### config.mk
export PLATFORM = sky130hd
export DESIGN_NAME = svp_stage
export DESIGN_NICKNAME = d
export VERILOG_FILES = /design/src/inc/svp_pkg.sv /design/src/design/svp_prefault_avg.sv /design/src/design/svp_scale.sv /design/src/design/svp_stage.sv
export SDC_FILE = /design/constraint.sdc
export NUM_CORES = 2
export LEC_CHECK = 0
export ABC_AREA = 1
export BUFFER_PORTS_ARGS = -buffer_cell sky130_fd_sc_hd__buf_2
export CAP_MARGIN = 10
export CORE_ASPECT_RATIO = 0.5
export CORE_MARGIN = 5
export CORE_UTILIZATION = 65
export CTS_BUF_LIST = sky130_fd_sc_hd__clkbuf_16
export CTS_CLUSTER_SIZE = 14
export DETAILED_ROUTE_END_ITERATION = 8
export PLACE_DENSITY = 0.87
export SYNTH_ARGS = -nofsm -noshare
export SYNTH_HDL_FRONTEND = slang
export SYNTH_SLANG_ARGS = --single-unit
### constraint.sdc
create_clock -name clk -period 130 [get_ports clk]
set_clock_uncertainty 0.1 [all_clocks]
set_input_delay 19.5 -clock clk [delete_from_list [all_inputs] [get_ports clk]]
set_output_delay 19.5 -clock clk [all_outputs]
set_load 0.01 [all_outputs]
### src/inc/svp_pkg.sv
package svp_pkg;
    // clock and time base
    localparam int CLK_HZ        = 100_000_000;
    localparam int TICK_MS       = 5;
    localparam int TICK_CYCLES   = CLK_HZ / 1000 * TICK_MS;
    localparam int AVG_MS        = 20;
    localparam int AVG_SAMPLES   = AVG_MS / TICK_MS;
    localparam int HIST_SAMPLES  = 2 * AVG_SAMPLES;
    // widths
    localparam int AW            = 8;
    localparam int DW            = 32;
    localparam int MW            = 16;
    localparam int RW            = 18;
    localparam int NUM_GROUPS    = 8;
    localparam int GW            = 3;
    // hysteresis and scaling, magnitudes in 0.01 %Un
    localparam int HYST_OVER_PCT  = 97;
    localparam int HYST_UNDER_PCT = 103;
    localparam int PCT_BASE       = 100;
    localparam int PCT_FULL       = 10000;
    // register byte offsets
    localparam logic [AW-1:0] OFS_CTRL     = 8'h00;
    localparam logic [AW-1:0] OFS_UNDER_BLOCK_LEVEL     = 8'h04;
    localparam logic [AW-1:0] OFS_OPDLY    = 8'h08;
    localparam logic [AW-1:0] OFS_UNPRIM   = 8'h0c;
    localparam logic [AW-1:0] OFS_STATUS   = 8'h10;
    localparam logic [AW-1:0] OFS_CALC     = 8'h14;
    localparam logic [AW-1:0] OFS_RATIO    = 8'h18;
    localparam logic [AW-1:0] OFS_PREFAULT = 8'h1c;
    localparam logic [AW-1:0] OFS_EXPTIME  = 8'h20;
    localparam logic [AW-1:0] OFS_REMTIME  = 8'h24;
    localparam logic [AW-1:0] OFS_PRIMARY  = 8'h28;
    localparam logic [AW-1:0] OFS_USET     = 8'h40;
    localparam logic [2:0]    USET_PAGE    = 3'h2;
    // control field positions
    localparam int CTRL_FORCE_LSB = 0;
    localparam int CTRL_MAG_LSB   = 2;
    localparam int CTRL_UNDER_BIT = 4;
    // reset values
    localparam logic [MW-1:0] RST_USET   = 16'h2904;
    localparam logic [MW-1:0] RST_UNDER_BLOCK_LEVEL   = 16'h01f4;
    localparam logic [MW-1:0] RST_OPDLY  = 16'h0008;
    localparam logic [23:0]   RST_UNPRIM = 24'h0003e8;
    // settings encodings
    typedef enum logic [1:0] {
        SVP_FRC_NORMAL  = 2'b00,
        SVP_FRC_START   = 2'b01,
        SVP_FRC_TRIP    = 2'b10,
        SVP_FRC_BLOCKED = 2'b11
    } svp_force_t;
    localparam logic [1:0] MAG_POS = 2'h1;
    localparam logic [1:0] MAG_NEG = 2'h2;
endpackage

### src/design/svp_prefault_avg.sv
`timescale 1ns/1ps
`default_nettype none
module svp_prefault_avg #(
    parameter int HIST = 8,
    parameter int NAVG = 4,
    parameter int W    = 16
) (
    input  wire logic         clk,
    input  wire logic         rstn,
    input  wire logic         sample_valid,
    input  wire logic [W-1:0] sample,
    output logic      [W-1:0] avg
);
    typedef struct packed {
        logic [HIST-1:0][W-1:0] hist;
        logic [W-1:0]           avg;
    } svp_avg_state_t;

    svp_avg_state_t s_q;
    svp_avg_state_t s_d;

    ////////////////////////////////////////////////////////////////////////
    // the oldest samples form the window ending one window before now
    always_comb begin
        logic [W+7:0] sum;
        sum = '0;
        s_d = s_q;
        if (sample_valid) begin
            s_d.hist = {s_q.hist[HIST-2:0], sample};
            for (int i = HIST - NAVG; i < HIST; i++) begin
                sum = sum + (W+8)'(s_d.hist[i]);
            end
            s_d.avg = W'(sum / (W+8)'(NAVG));
        end
    end

    always_ff @(posedge clk or negedge rstn) begin
        if (!rstn) begin
            s_q <= '0;
        end else begin
            s_q <= s_d;
        end
    end

    assign avg = s_q.avg;
endmodule
`default_nettype wire

### src/design/svp_scale.sv
`timescale 1ns/1ps
`default_nettype none
module svp_scale (
    input  wire logic                 clk,
    input  wire logic                 rstn,
    input  wire logic [svp_pkg::MW-1:0] calc,
    input  wire logic [svp_pkg::MW-1:0] uset,
    input  wire logic [23:0]          un_prim,
    output logic      [svp_pkg::RW-1:0] ratio,
    output logic      [31:0]          primary
);
    import svp_pkg::*;

    typedef struct packed {
        logic [RW-1:0] ratio;
        logic [31:0]   primary;
    } svp_scale_state_t;

    svp_scale_state_t s_q;
    svp_scale_state_t s_d;

    ////////////////////////////////////////////////////////////////////////
    // divider is combinational; one cycle latency is harmless at 5 ms updates
    always_comb begin
        logic [39:0] prod;
        logic [31:0] num;
        prod = 40'(uset) * 40'(un_prim);
        num  = 32'(calc) * 32'(PCT_BASE);
        s_d = s_q;
        s_d.ratio   = (uset == '0) ? '0 : RW'(num / 32'(uset));
        s_d.primary = 32'(prod / 40'(PCT_FULL));
    end

    always_ff @(posedge clk or negedge rstn) begin
        if (!rstn) begin
            s_q <= '0;
        end else begin
            s_q <= s_d;
        end
    end

    assign ratio   = s_q.ratio;
    assign primary = s_q.primary;
endmodule
`default_nettype wire

### src/design/svp_stage.sv
// How it works
// - magnitudes sampled once every 5 ms tick
// - pre-fault is 20 ms average, 20 ms earlier
// - force status overrides outputs under stage forcing
// - magnitude select: 1 positive, 2 negative
// - direction setting picks over or under pick-up
// - over mode releases below 97 % level
// - under mode releases above 103 % level
// - group pick-up level, 0.01 % steps, 105 %
// - under block level, default 5 %
// - under block holds until all lines recover
// - block level zero disables under blocking
// - start only when block input is low; under block holds off trip only
// - general settings not tied to groups
// - expected operating time in 5 ms units
// - signed remaining time while counting to trip
// - ratio of magnitude to pick-up, 0.01
// - pick-up level in primary 0.1 V
// - block sampled on each tick, sets blocked output while picked up
//
// Implementation choices: the plain strobed port and the address map.
`timescale 1ns/1ps
`default_nettype none
module svp_stage #(
    parameter int TICK_CYCLES = svp_pkg::TICK_CYCLES
) (
    input  wire logic                   clk,
    input  wire logic                   rstn,
    input  wire logic [svp_pkg::AW-1:0] addr,
    input  wire logic [svp_pkg::DW-1:0] wdata,
    input  wire logic                   wr,
    input  wire logic                   rd,
    output logic      [svp_pkg::DW-1:0] rdata,
    input  wire logic [svp_pkg::MW-1:0] pos_seq_rms,
    input  wire logic [svp_pkg::MW-1:0] neg_seq_rms,
    input  wire logic [svp_pkg::MW-1:0] line12_rms,
    input  wire logic [svp_pkg::MW-1:0] line23_rms,
    input  wire logic [svp_pkg::MW-1:0] line31_rms,
    input  wire logic                   block_in,
    input  wire logic                   stage_force_en,
    input  wire logic [svp_pkg::GW-1:0] group_sel,
    output logic                        start,
    output logic                        trip,
    output logic                        blocked
);
    import svp_pkg::*;

    typedef struct packed {
        logic [23:0]                   tick_cnt;
        svp_force_t                    force_st;
        logic [1:0]                    mag_sel;
        logic                          under;
        logic [MW-1:0]                 under_block_level;
        logic [MW-1:0]                 opdly;
        logic [23:0]                   un_prim;
        logic [NUM_GROUPS-1:0][MW-1:0] uset;
        logic [MW-1:0]                 calc_magnitude;
        logic                          pickup;
        logic                          uvblk;
        logic                          run_start;
        logic                          run_trip;
        logic                          run_blocked;
        logic [MW-1:0]                 elapsed;
        logic                          o_start;
        logic                          o_trip;
        logic                          o_blocked;
        logic                          ev_prev;
        logic [MW-1:0]                 prefault;
        logic [DW-1:0]                 rdata;
    } svp_state_t;

    svp_state_t s_q;
    svp_state_t s_d;

    logic                tick;
    logic [MW-1:0]       avg_out;
    logic [RW-1:0]       ratio;
    logic [31:0]         primary;
    logic [MW-1:0]       uset_cur;
    logic [MW-1:0]       sel_mag;
    logic signed [MW:0]  remaining;

    localparam logic [23:0] TICK_LAST = 24'(TICK_CYCLES - 1);

    ////////////////////////////////////////////////////////////////////////
    // helpers

    function automatic logic is_uset(input logic [AW-1:0] a);
        return a[AW-1:5] == USET_PAGE;
    endfunction

    function automatic logic [19:0] pct_of(input logic [MW-1:0] v, input int pct);
        logic [31:0] p;
        p = 32'(v) * 32'(pct);
        return 20'(p / 32'(PCT_BASE));
    endfunction

    ////////////////////////////////////////////////////////////////////////
    // time base and selected magnitude

    assign tick     = (s_q.tick_cnt == TICK_LAST);
    assign uset_cur = s_q.uset[group_sel];
    // unknown codes fall back to positive sequence
    assign sel_mag  = (s_q.mag_sel == MAG_NEG) ? neg_seq_rms : pos_seq_rms;
    assign remaining = $signed({1'b0, s_q.opdly}) - $signed({1'b0, s_q.elapsed});

    ////////////////////////////////////////////////////////////////////////
    // next state

    always_comb begin
        logic        pick_n;
        logic        uv_n;
        logic        lines_ok;
        logic [19:0] thr;
        pick_n   = 1'b0;
        uv_n     = 1'b0;
        lines_ok = 1'b0;
        thr      = '0;
        s_d = s_q;
        s_d.tick_cnt = tick ? '0 : s_q.tick_cnt + 24'h000001;

        // register writes; settings are static apart from the group table
        if (wr) begin
            if (addr == OFS_CTRL) begin
                s_d.force_st = svp_force_t'(wdata[CTRL_FORCE_LSB +: 2]);
                s_d.mag_sel  = wdata[CTRL_MAG_LSB +: 2];
                s_d.under    = wdata[CTRL_UNDER_BIT];
            end
            if (addr == OFS_UNDER_BLOCK_LEVEL) begin
                s_d.under_block_level = wdata[MW-1:0];
            end
            if (addr == OFS_OPDLY) begin
                s_d.opdly = wdata[MW-1:0];
            end
            if (addr == OFS_UNPRIM) begin
                s_d.un_prim = wdata[23:0];
            end
            if (is_uset(addr)) begin
                s_d.uset[addr[4:2]] = wdata[MW-1:0];
            end
        end

        // comparison, hysteresis and blocking run only on the update tick
        if (tick) begin
            s_d.calc_magnitude = sel_mag;
            if (!s_q.under) begin
                if (s_q.pickup) begin
                    thr    = pct_of(uset_cur, HYST_OVER_PCT);
                    pick_n = !(20'(sel_mag) < thr);
                end else begin
                    pick_n = sel_mag > uset_cur;
                end
            end else begin
                if (s_q.pickup) begin
                    thr    = pct_of(uset_cur, HYST_UNDER_PCT);
                    pick_n = !(20'(sel_mag) > thr);
                end else begin
                    pick_n = sel_mag < uset_cur;
                end
            end
            s_d.pickup = pick_n;

            // de-energised network latch, only in under mode with nonzero level
            lines_ok = (line12_rms > uset_cur) && (line23_rms > uset_cur)
                       && (line31_rms > uset_cur);
            if (s_q.under && (s_q.under_block_level != '0)) begin
                if (sel_mag < s_q.under_block_level) begin
                    uv_n = 1'b1;
                end else if (s_q.uvblk && !lines_ok) begin
                    uv_n = 1'b1;
                end
            end
            s_d.uvblk = uv_n;

            // block input is looked at before start is allowed
            if (!pick_n) begin
                s_d.run_start   = 1'b0;
                s_d.run_trip    = 1'b0;
                s_d.run_blocked = 1'b0;
                s_d.elapsed     = '0;
            end else if (block_in) begin
                s_d.run_blocked = 1'b1;
                s_d.run_start   = 1'b0;
                s_d.run_trip    = 1'b0;
                s_d.elapsed     = '0;
            end else begin
                s_d.run_blocked = 1'b0;
                s_d.run_start   = 1'b1;
                // trip is held off but the timer keeps its count
                if (uv_n) begin
                    s_d.run_trip = 1'b0;
                end else if (s_q.elapsed >= s_q.opdly) begin
                    s_d.run_trip = 1'b1;
                end else begin
                    s_d.elapsed = s_q.elapsed + 16'h0001;
                end
            end
        end

        // forcing replaces the outputs, never the internal evaluation
        if (stage_force_en && (s_q.force_st != SVP_FRC_NORMAL)) begin
            s_d.o_start   = (s_q.force_st == SVP_FRC_START)
                            || (s_q.force_st == SVP_FRC_TRIP);
            s_d.o_trip    = (s_q.force_st == SVP_FRC_TRIP);
            s_d.o_blocked = (s_q.force_st == SVP_FRC_BLOCKED);
        end else begin
            s_d.o_start   = s_d.run_start;
            s_d.o_trip    = s_d.run_trip;
            s_d.o_blocked = s_d.run_blocked;
        end

        // pre-fault capture one cycle after start or trip rises: a rise on a
        // tick then sees the average that already holds that tick's sample
        s_d.ev_prev = s_q.o_start || s_q.o_trip;
        if (s_d.ev_prev && !s_q.ev_prev) begin
            s_d.prefault = avg_out;
        end

        // read data stands the cycle after the strobe only
        s_d.rdata = '0;
        if (rd) begin
            if (addr == OFS_CTRL) begin
                s_d.rdata = DW'({s_q.under, s_q.mag_sel, s_q.force_st});
            end else if (addr == OFS_UNDER_BLOCK_LEVEL) begin
                s_d.rdata = DW'(s_q.under_block_level);
            end else if (addr == OFS_OPDLY) begin
                s_d.rdata = DW'(s_q.opdly);
            end else if (addr == OFS_UNPRIM) begin
                s_d.rdata = DW'(s_q.un_prim);
            end else if (addr == OFS_STATUS) begin
                s_d.rdata = DW'({s_q.uvblk, s_q.o_blocked, s_q.o_trip,
                                 s_q.o_start, s_q.pickup});
            end else if (addr == OFS_CALC) begin
                s_d.rdata = DW'(s_q.calc_magnitude);
            end else if (addr == OFS_RATIO) begin
                s_d.rdata = DW'(ratio);
            end else if (addr == OFS_PREFAULT) begin
                s_d.rdata = DW'(s_q.prefault);
            end else if (addr == OFS_EXPTIME) begin
                s_d.rdata = DW'(s_q.opdly);
            end else if (addr == OFS_REMTIME) begin
                // zero when not counting; negative only once overdue
                s_d.rdata = s_q.run_start ? DW'(remaining) : '0;
            end else if (addr == OFS_PRIMARY) begin
                s_d.rdata = primary;
            end else if (is_uset(addr)) begin
                s_d.rdata = DW'(s_q.uset[addr[4:2]]);
            end
        end
    end

    ////////////////////////////////////////////////////////////////////////
    // state register

    always_ff @(posedge clk or negedge rstn) begin
        if (!rstn) begin
            s_q         <= '0;
            s_q.mag_sel <= MAG_POS;
            s_q.under_block_level    <= RST_UNDER_BLOCK_LEVEL;
            s_q.opdly   <= RST_OPDLY;
            s_q.un_prim <= RST_UNPRIM;
            s_q.uset    <= {NUM_GROUPS{RST_USET}};
        end else begin
            s_q <= s_d;
        end
    end

    ////////////////////////////////////////////////////////////////////////
    // helpers: history average and scaling

    svp_prefault_avg #(
        .HIST (HIST_SAMPLES),
        .NAVG (AVG_SAMPLES),
        .W    (MW)
    ) u_avg (
        .clk          (clk),
        .rstn         (rstn),
        .sample_valid (tick),
        .sample       (sel_mag),
        .avg          (avg_out)
    );

    svp_scale u_scale (
        .clk     (clk),
        .rstn    (rstn),
        .calc    (s_q.calc_magnitude),
        .uset    (uset_cur),
        .un_prim (s_q.un_prim),
        .ratio   (ratio),
        .primary (primary)
    );

    assign rdata   = s_q.rdata;
    assign start   = s_q.o_start;
    assign trip    = s_q.o_trip;
    assign blocked = s_q.o_blocked;
endmodule
`default_nettype wire

### Yosys cells after proc, flatten, opt, wreduce, memory -nomap -nowiden

Cells that the tools add are included.

* memories kept: 0
* logic and storage cells: 144
* input bits: 129
* output and inout port bits: 35
* bits in writable memories: 0
* latch bits: 0
* register bits: 464
* bits in read-only memories: 0

* add/subtract/negate cells: 6
* divide/modulo/power cells: 4
* $lt $le $gt $ge: 12
* equal/unequal tests: 18
* mux-type cells: 40
* reductions and logical operators: 23
* bitwise logic cells: 0
* shift operators: 0
* multiply operators: 4

Operators with widths (count)
* two-way mux 32 bit: 13
* bitwise mux 128 bit: 1
* two-way mux 16 bit: 7
* binary-select mux 16 bit (select 3 bit): 2
* divider 23 x 7 -> 32 bit (second input constant): 2
* greater-than comparator 16 bit: 4
* two-way mux 19 bit: 3
* demux 16 bit (select 3 bit): 1
* multiplier 16 x 7 -> 23 bit (second input constant): 2
* divider 40 x 14 -> 40 bit (second input constant): 1
* multiplier 16 x 24 -> 40 bit: 1
* adder 18 x 16 -> 18 bit: 2
* divider 23 x 16 -> 32 bit: 1
* == test 8 x 5 -> 1 bit (second input constant): 4
* < comparator 16 bit: 2
* adder 24 x 1 -> 24 bit (second input constant): 1
* == test 24 x 19 -> 1 bit (second input constant): 1
* == test 8 x 6 -> 1 bit (second input constant): 3
* two-way mux 24 bit: 1
* multiplier 16 x 5 -> 21 bit (second input constant): 1
* greater-than comparator 16 x 20 -> 1 bit: 1
* < comparator 16 x 20 -> 1 bit: 1
* two-way mux 18 bit: 1
* adder 16 x 16 -> 17 bit: 1
* 22 further kinds: 50

### Logic depth before layout (Yosys ltp)

* depth in word-level cells: 16
* gate-level depth with buffers: 648
* depth with buffers taken out: 606

### By module

From an unflattened synthesis, not the netlist that was laid out.

* cell total of the unflattened synthesis: 13660
* area, all modules: 89184.3 um2

Modules (own cells, without submodules)
* svp_scale: area an instance 49244.7 um2, instances 1, sequential area each 1126.1 um2, cells an instance 7835
* svp_stage: area an instance 33357.0 um2, instances 1, sequential area each 7614.8 um2, cells an instance 5053
* svp_prefault_avg: area an instance 6582.6 um2, instances 1, sequential area each 3203.1 um2, cells an instance 772

### Least setup slack after synthesis

OpenSTA, ideal clock, no wires.

* path kind: input-to-reg
* start: in group_sel[0] in the netlist's numbering
* end: reg u_scale.s_q (netlist bit u_scale.ratio[0])
* path buffers: 53
* library setup time: 0.121 ns
* stages: 626
* arrival: 108.380 ns
* slack: 21.399 ns
* data required time: 129.779 ns
* path through: inv_2 > clkbuf_1 > clkbuf_1 > clkbuf_1 > clkbuf_1 > clkbuf_1 > clkbuf_1 > clkbuf_1 > clkbuf_1 > a21oi_1 > o21ai_0 > o211ai_1 > nand2_1 > buf_1 > ha_1 > nand2_1 > inv_1 > nand2_1 > (+590 left out) > nor2_1 > nand2_1 > nor2_1 > nand2_1 > buf_2 > inv_2 > o21ai_0 > ha_1 > nand2_1 > inv_1 > a221oi_1 > nand2_1 > nand2_1 > nand2_1 > nand2_1 > nand2_1 > nor2_1 > nor2_1

RTL lines
* from (decl): RTL line svp_stage.sv:41 `input wire logic [svp_pkg::GW-1:0] group_sel,`
* to (signal assigned): RTL line svp_scale.sv:36 `s_q <= '0;`
* to (signal assigned): RTL line svp_scale.sv:38 `s_q <= s_d;`
* to (decl): RTL line svp_scale.sv:19 `svp_scale_state_t s_q;`

==> run_results.csv <==
group,metric,value,unit
yosys,ys_types,93,
yosys,ys_warn_count,0,
yosys,syn_area,0.0803,mm²
setup_path,critPathMaxStageDelay,0.62,ns
sta,period_minus_slack,119.42,ns
routing,routedWlPerCell,17.0,µm
die,rows,91,
sta,setup_violations,0,
setup_path,cp_top_family,"compound AO/OA/AOI/OAI gates",
flow_run,drv_cap,0,
placement,dp_hpwl,179000,µm
clock_network,clk-insertion-delay-late,0.60,ns
global_routing,grt_pass1_vias,74000,
setup_path,crit_path_frequent_cell,"inv_1",
yosys,seq_area_frac_synth,14.2,%
sta,rsz0062_at_grt,"false",
sta,slew_headroom,6.01,%
hold_path,min_path_type,"flip-flop to flip-flop",
finish,drive_gt1_share,10.3,%
routing,route.vias.total,78900,
setup_path,start_kind,"input port",
yosys,avgSynthCellArea,6.75,µm²
routing,drt-initial-drc-count,7630,
setup_path,path_class,"input port to flip-flop",
clock_network,root_buffer,"clkbuf_16",
die,core_area,0.123,mm²
sta,period_share,91.9,%
clock_network,htreeDepth,2,
sta,final_hold_viol_count,0,
yosys,postSynthCellCount,11900,
clock_network,cts-buffers-inserted,39,
finish,fin_nets,13200,
placement,gp_congestion,1.02,
finish,final_cell_mix,"2,857 x nand2_1, 1,832 x inv_1, 922 x nor2_1",
routing,drt-total-wl,230000,µm
setup_path,crit_arrival,119.77,ns
sta,finalSetupTns,0,ns
clock_network,clkTransAtPathRegs,0.07,ns
setup_path,crit_fanout,96,
clock_network,post_cts_buffers,0,
clock_network,clockBufferDepth,3,
setup_path,endpoint_kind,"flip-flop",
die,die_h,259,µm
status,status,"finished, final reports clean",
clock_network,ctsHoldBuffers,0,
global_routing,grt_first_pass_wirelength,370000,µm
routing,ant_nets,0,
die,num_io_pins,164,
yosys,async_flop_share,100,%
die,initial_core_util,65.3,%
finish,synthToLayoutAreaGrowth,3.87,%
setup_path,worstPathRequired,130.35,ns
die,die_x,507,µm
clock_network,cts_tree,"done",
routing,drcViolationCount,0,
yosys,ys.flop_type,"dfrtp_1",
yosys,synth-edff-count,0,
yosys,ys_ff_latch,455,
global_routing,track_usage,34.0,%
global_routing,antenna_found_initial,4,
setup_path,cp.buffers_inverters,135,
placement,numPortBuffers,155,
finish,n_fill_cell,10400,
sta,slew_viol_final,0,
global_routing,grt_overflow,0,
routing,dr.pass1.iters,8,
die,die_area,0.131,mm²
sta,tightest_slew,1.40,ns
finish,final_common_cell,"nand2_1",
setup_path,cpMaxStageDelayCell,"a221oi_1",
routing,drt-vias-per-instance,5.84,
sta,fmax,0.00837,GHz
global_routing,grt_start_max_net_pins,127,
clock_network,clkSinkCount,455,
## metal layers
metal	share of wire, %	track usage [%]	up-vias
met3	11	8.62	781
met5	0.029	0	-
met2	44	55.1	3462
met1	40	42.6	36600
li1	-	-	38000
met4	5.9	16.5	6
## path summary, 6_finish.rpt
kind                                from                to  slack, ns  cells past startpoint
hold / removal             u_avg.s_q[33]     u_avg.s_q[49]       0.37                      2
setup / recovery            group_sel[0]  u_scale.ratio[0]      10.58                    593
setup reg to reg           u_avg.s_q[20]  u_scale.ratio[0]      29.40                    593
max in group asynchronous           rstn           s_q[41]     107.61                      4
hold reg to reg            u_avg.s_q[33]     u_avg.s_q[49]       0.37                      2
min in group asynchronous           rstn         rdata[25]      18.90                      1
## cell families after synthesis
| group | Yosys count | share of synthesized area [%] |
|---|---|---|
| AO/OA/AOI/OAI | 1901 | 13.6 |
| multiplexers | 19 | 0.262 |
| flip-flops | 455 | 14.2 |
| buffers and inverters | 2254 | 11.0 |
| adder cells (fa/ha/maj) | 1215 | 22.5 |
| AND/OR/NAND/NOR | 5470 | 31.9 |
| XOR/XNOR | 581 | 6.46 |
| other | 1 | 0.00467 |
## tightest hold or removal path: cells and delay by family (launching register included)
kind | cells | cell delay, ns
DFF | 1 | 0.34
and+or+nand+nor | 2 | 0.11
## cell usage after synthesis, types with 33 or more instances
cell type	n	share of area [%]
a221oi_1	37	0.40
nand3_1	596	3.7
fa_1	380	9.5
a22oi_1	39	0.36
nor2_1	927	4.3
a21o_1	49	0.46
a211oi_1	33	0.31
buf_4	34	0.32
nor2_2	53	0.41
o21ai_1	45	0.28
xor2_1	380	4.1
clkbuf_1	250	1.2
xnor2_1	192	2.1
nand3_2	45	0.56
or2_2	63	0.49
nand4_1	158	1.2
nor3_1	106	0.66
dfrtp_1	409	13
dfstp_2	46	1.5
inv_2	70	0.33
o2111ai_1	39	0.43
o21bai_1	54	0.50
nand2_1	2876	13
o211ai_1	50	0.47
ha_1	835	13
nand2_4	165	2.3
o21ai_0	801	5.0
a21oi_1	604	3.8
nand3b_1	38	0.36
inv_1	1812	8.5
nand2_2	291	2.3
## layout make-up
type	count	area (µm²)	area share [%]
multi-input cells	9190	60100	72.1
clock buffers	39	976	1.17
well taps	1627	2040	2.44
clock inverters	31	139	0.166
diodes	7	17.5	0.0210
inverters	1930	7360	8.82
flip-flops and latches	455	11400	13.7
repair buffers	226	1330	1.59
repair inverters	2	10.0	0.0120
## stage by stage
stage / worst slack [ns] / area (µm²) / cells / hold slack [ns] / util (%)
2_1_floorplan: 21.40 / 80300 / 11900 / 0.333 / -
3_3_place_gp: 12.29 / 82200 / 13400 / 0.347 / 66.9
3_5_place_dp: 9.63 / 82200 / 13400 / 0.355 / 66.9
4_1_cts: 9.91 / 83400 / 13500 / 0.372 / 67.8
5_1_grt: 0.0783 / 83400 / 13500 / 0.399 / 67.8
6_report: 10.58 / 83400 / 13500 / 0.375 / 67.8
## what timing repair did
action,in CTS,in global routing
endpoints found under the hold margin,0,0
endpoints found under the setup margin,0,2
gates resized for setup,0,14
## sequential cells by signal, summed over array words and instances, names as in the netlist
register and count:
u_avg.s_q 112, u_avg.avg 16, trip 1, u_scale.primary 27, start 1, u_scale.ratio 18, rdata 28, blocked 1
s_q 251
Power is left out: the tool's default activity adds up to more than one toggle a clock period on the data nets, which glitch-free logic cannot reach.
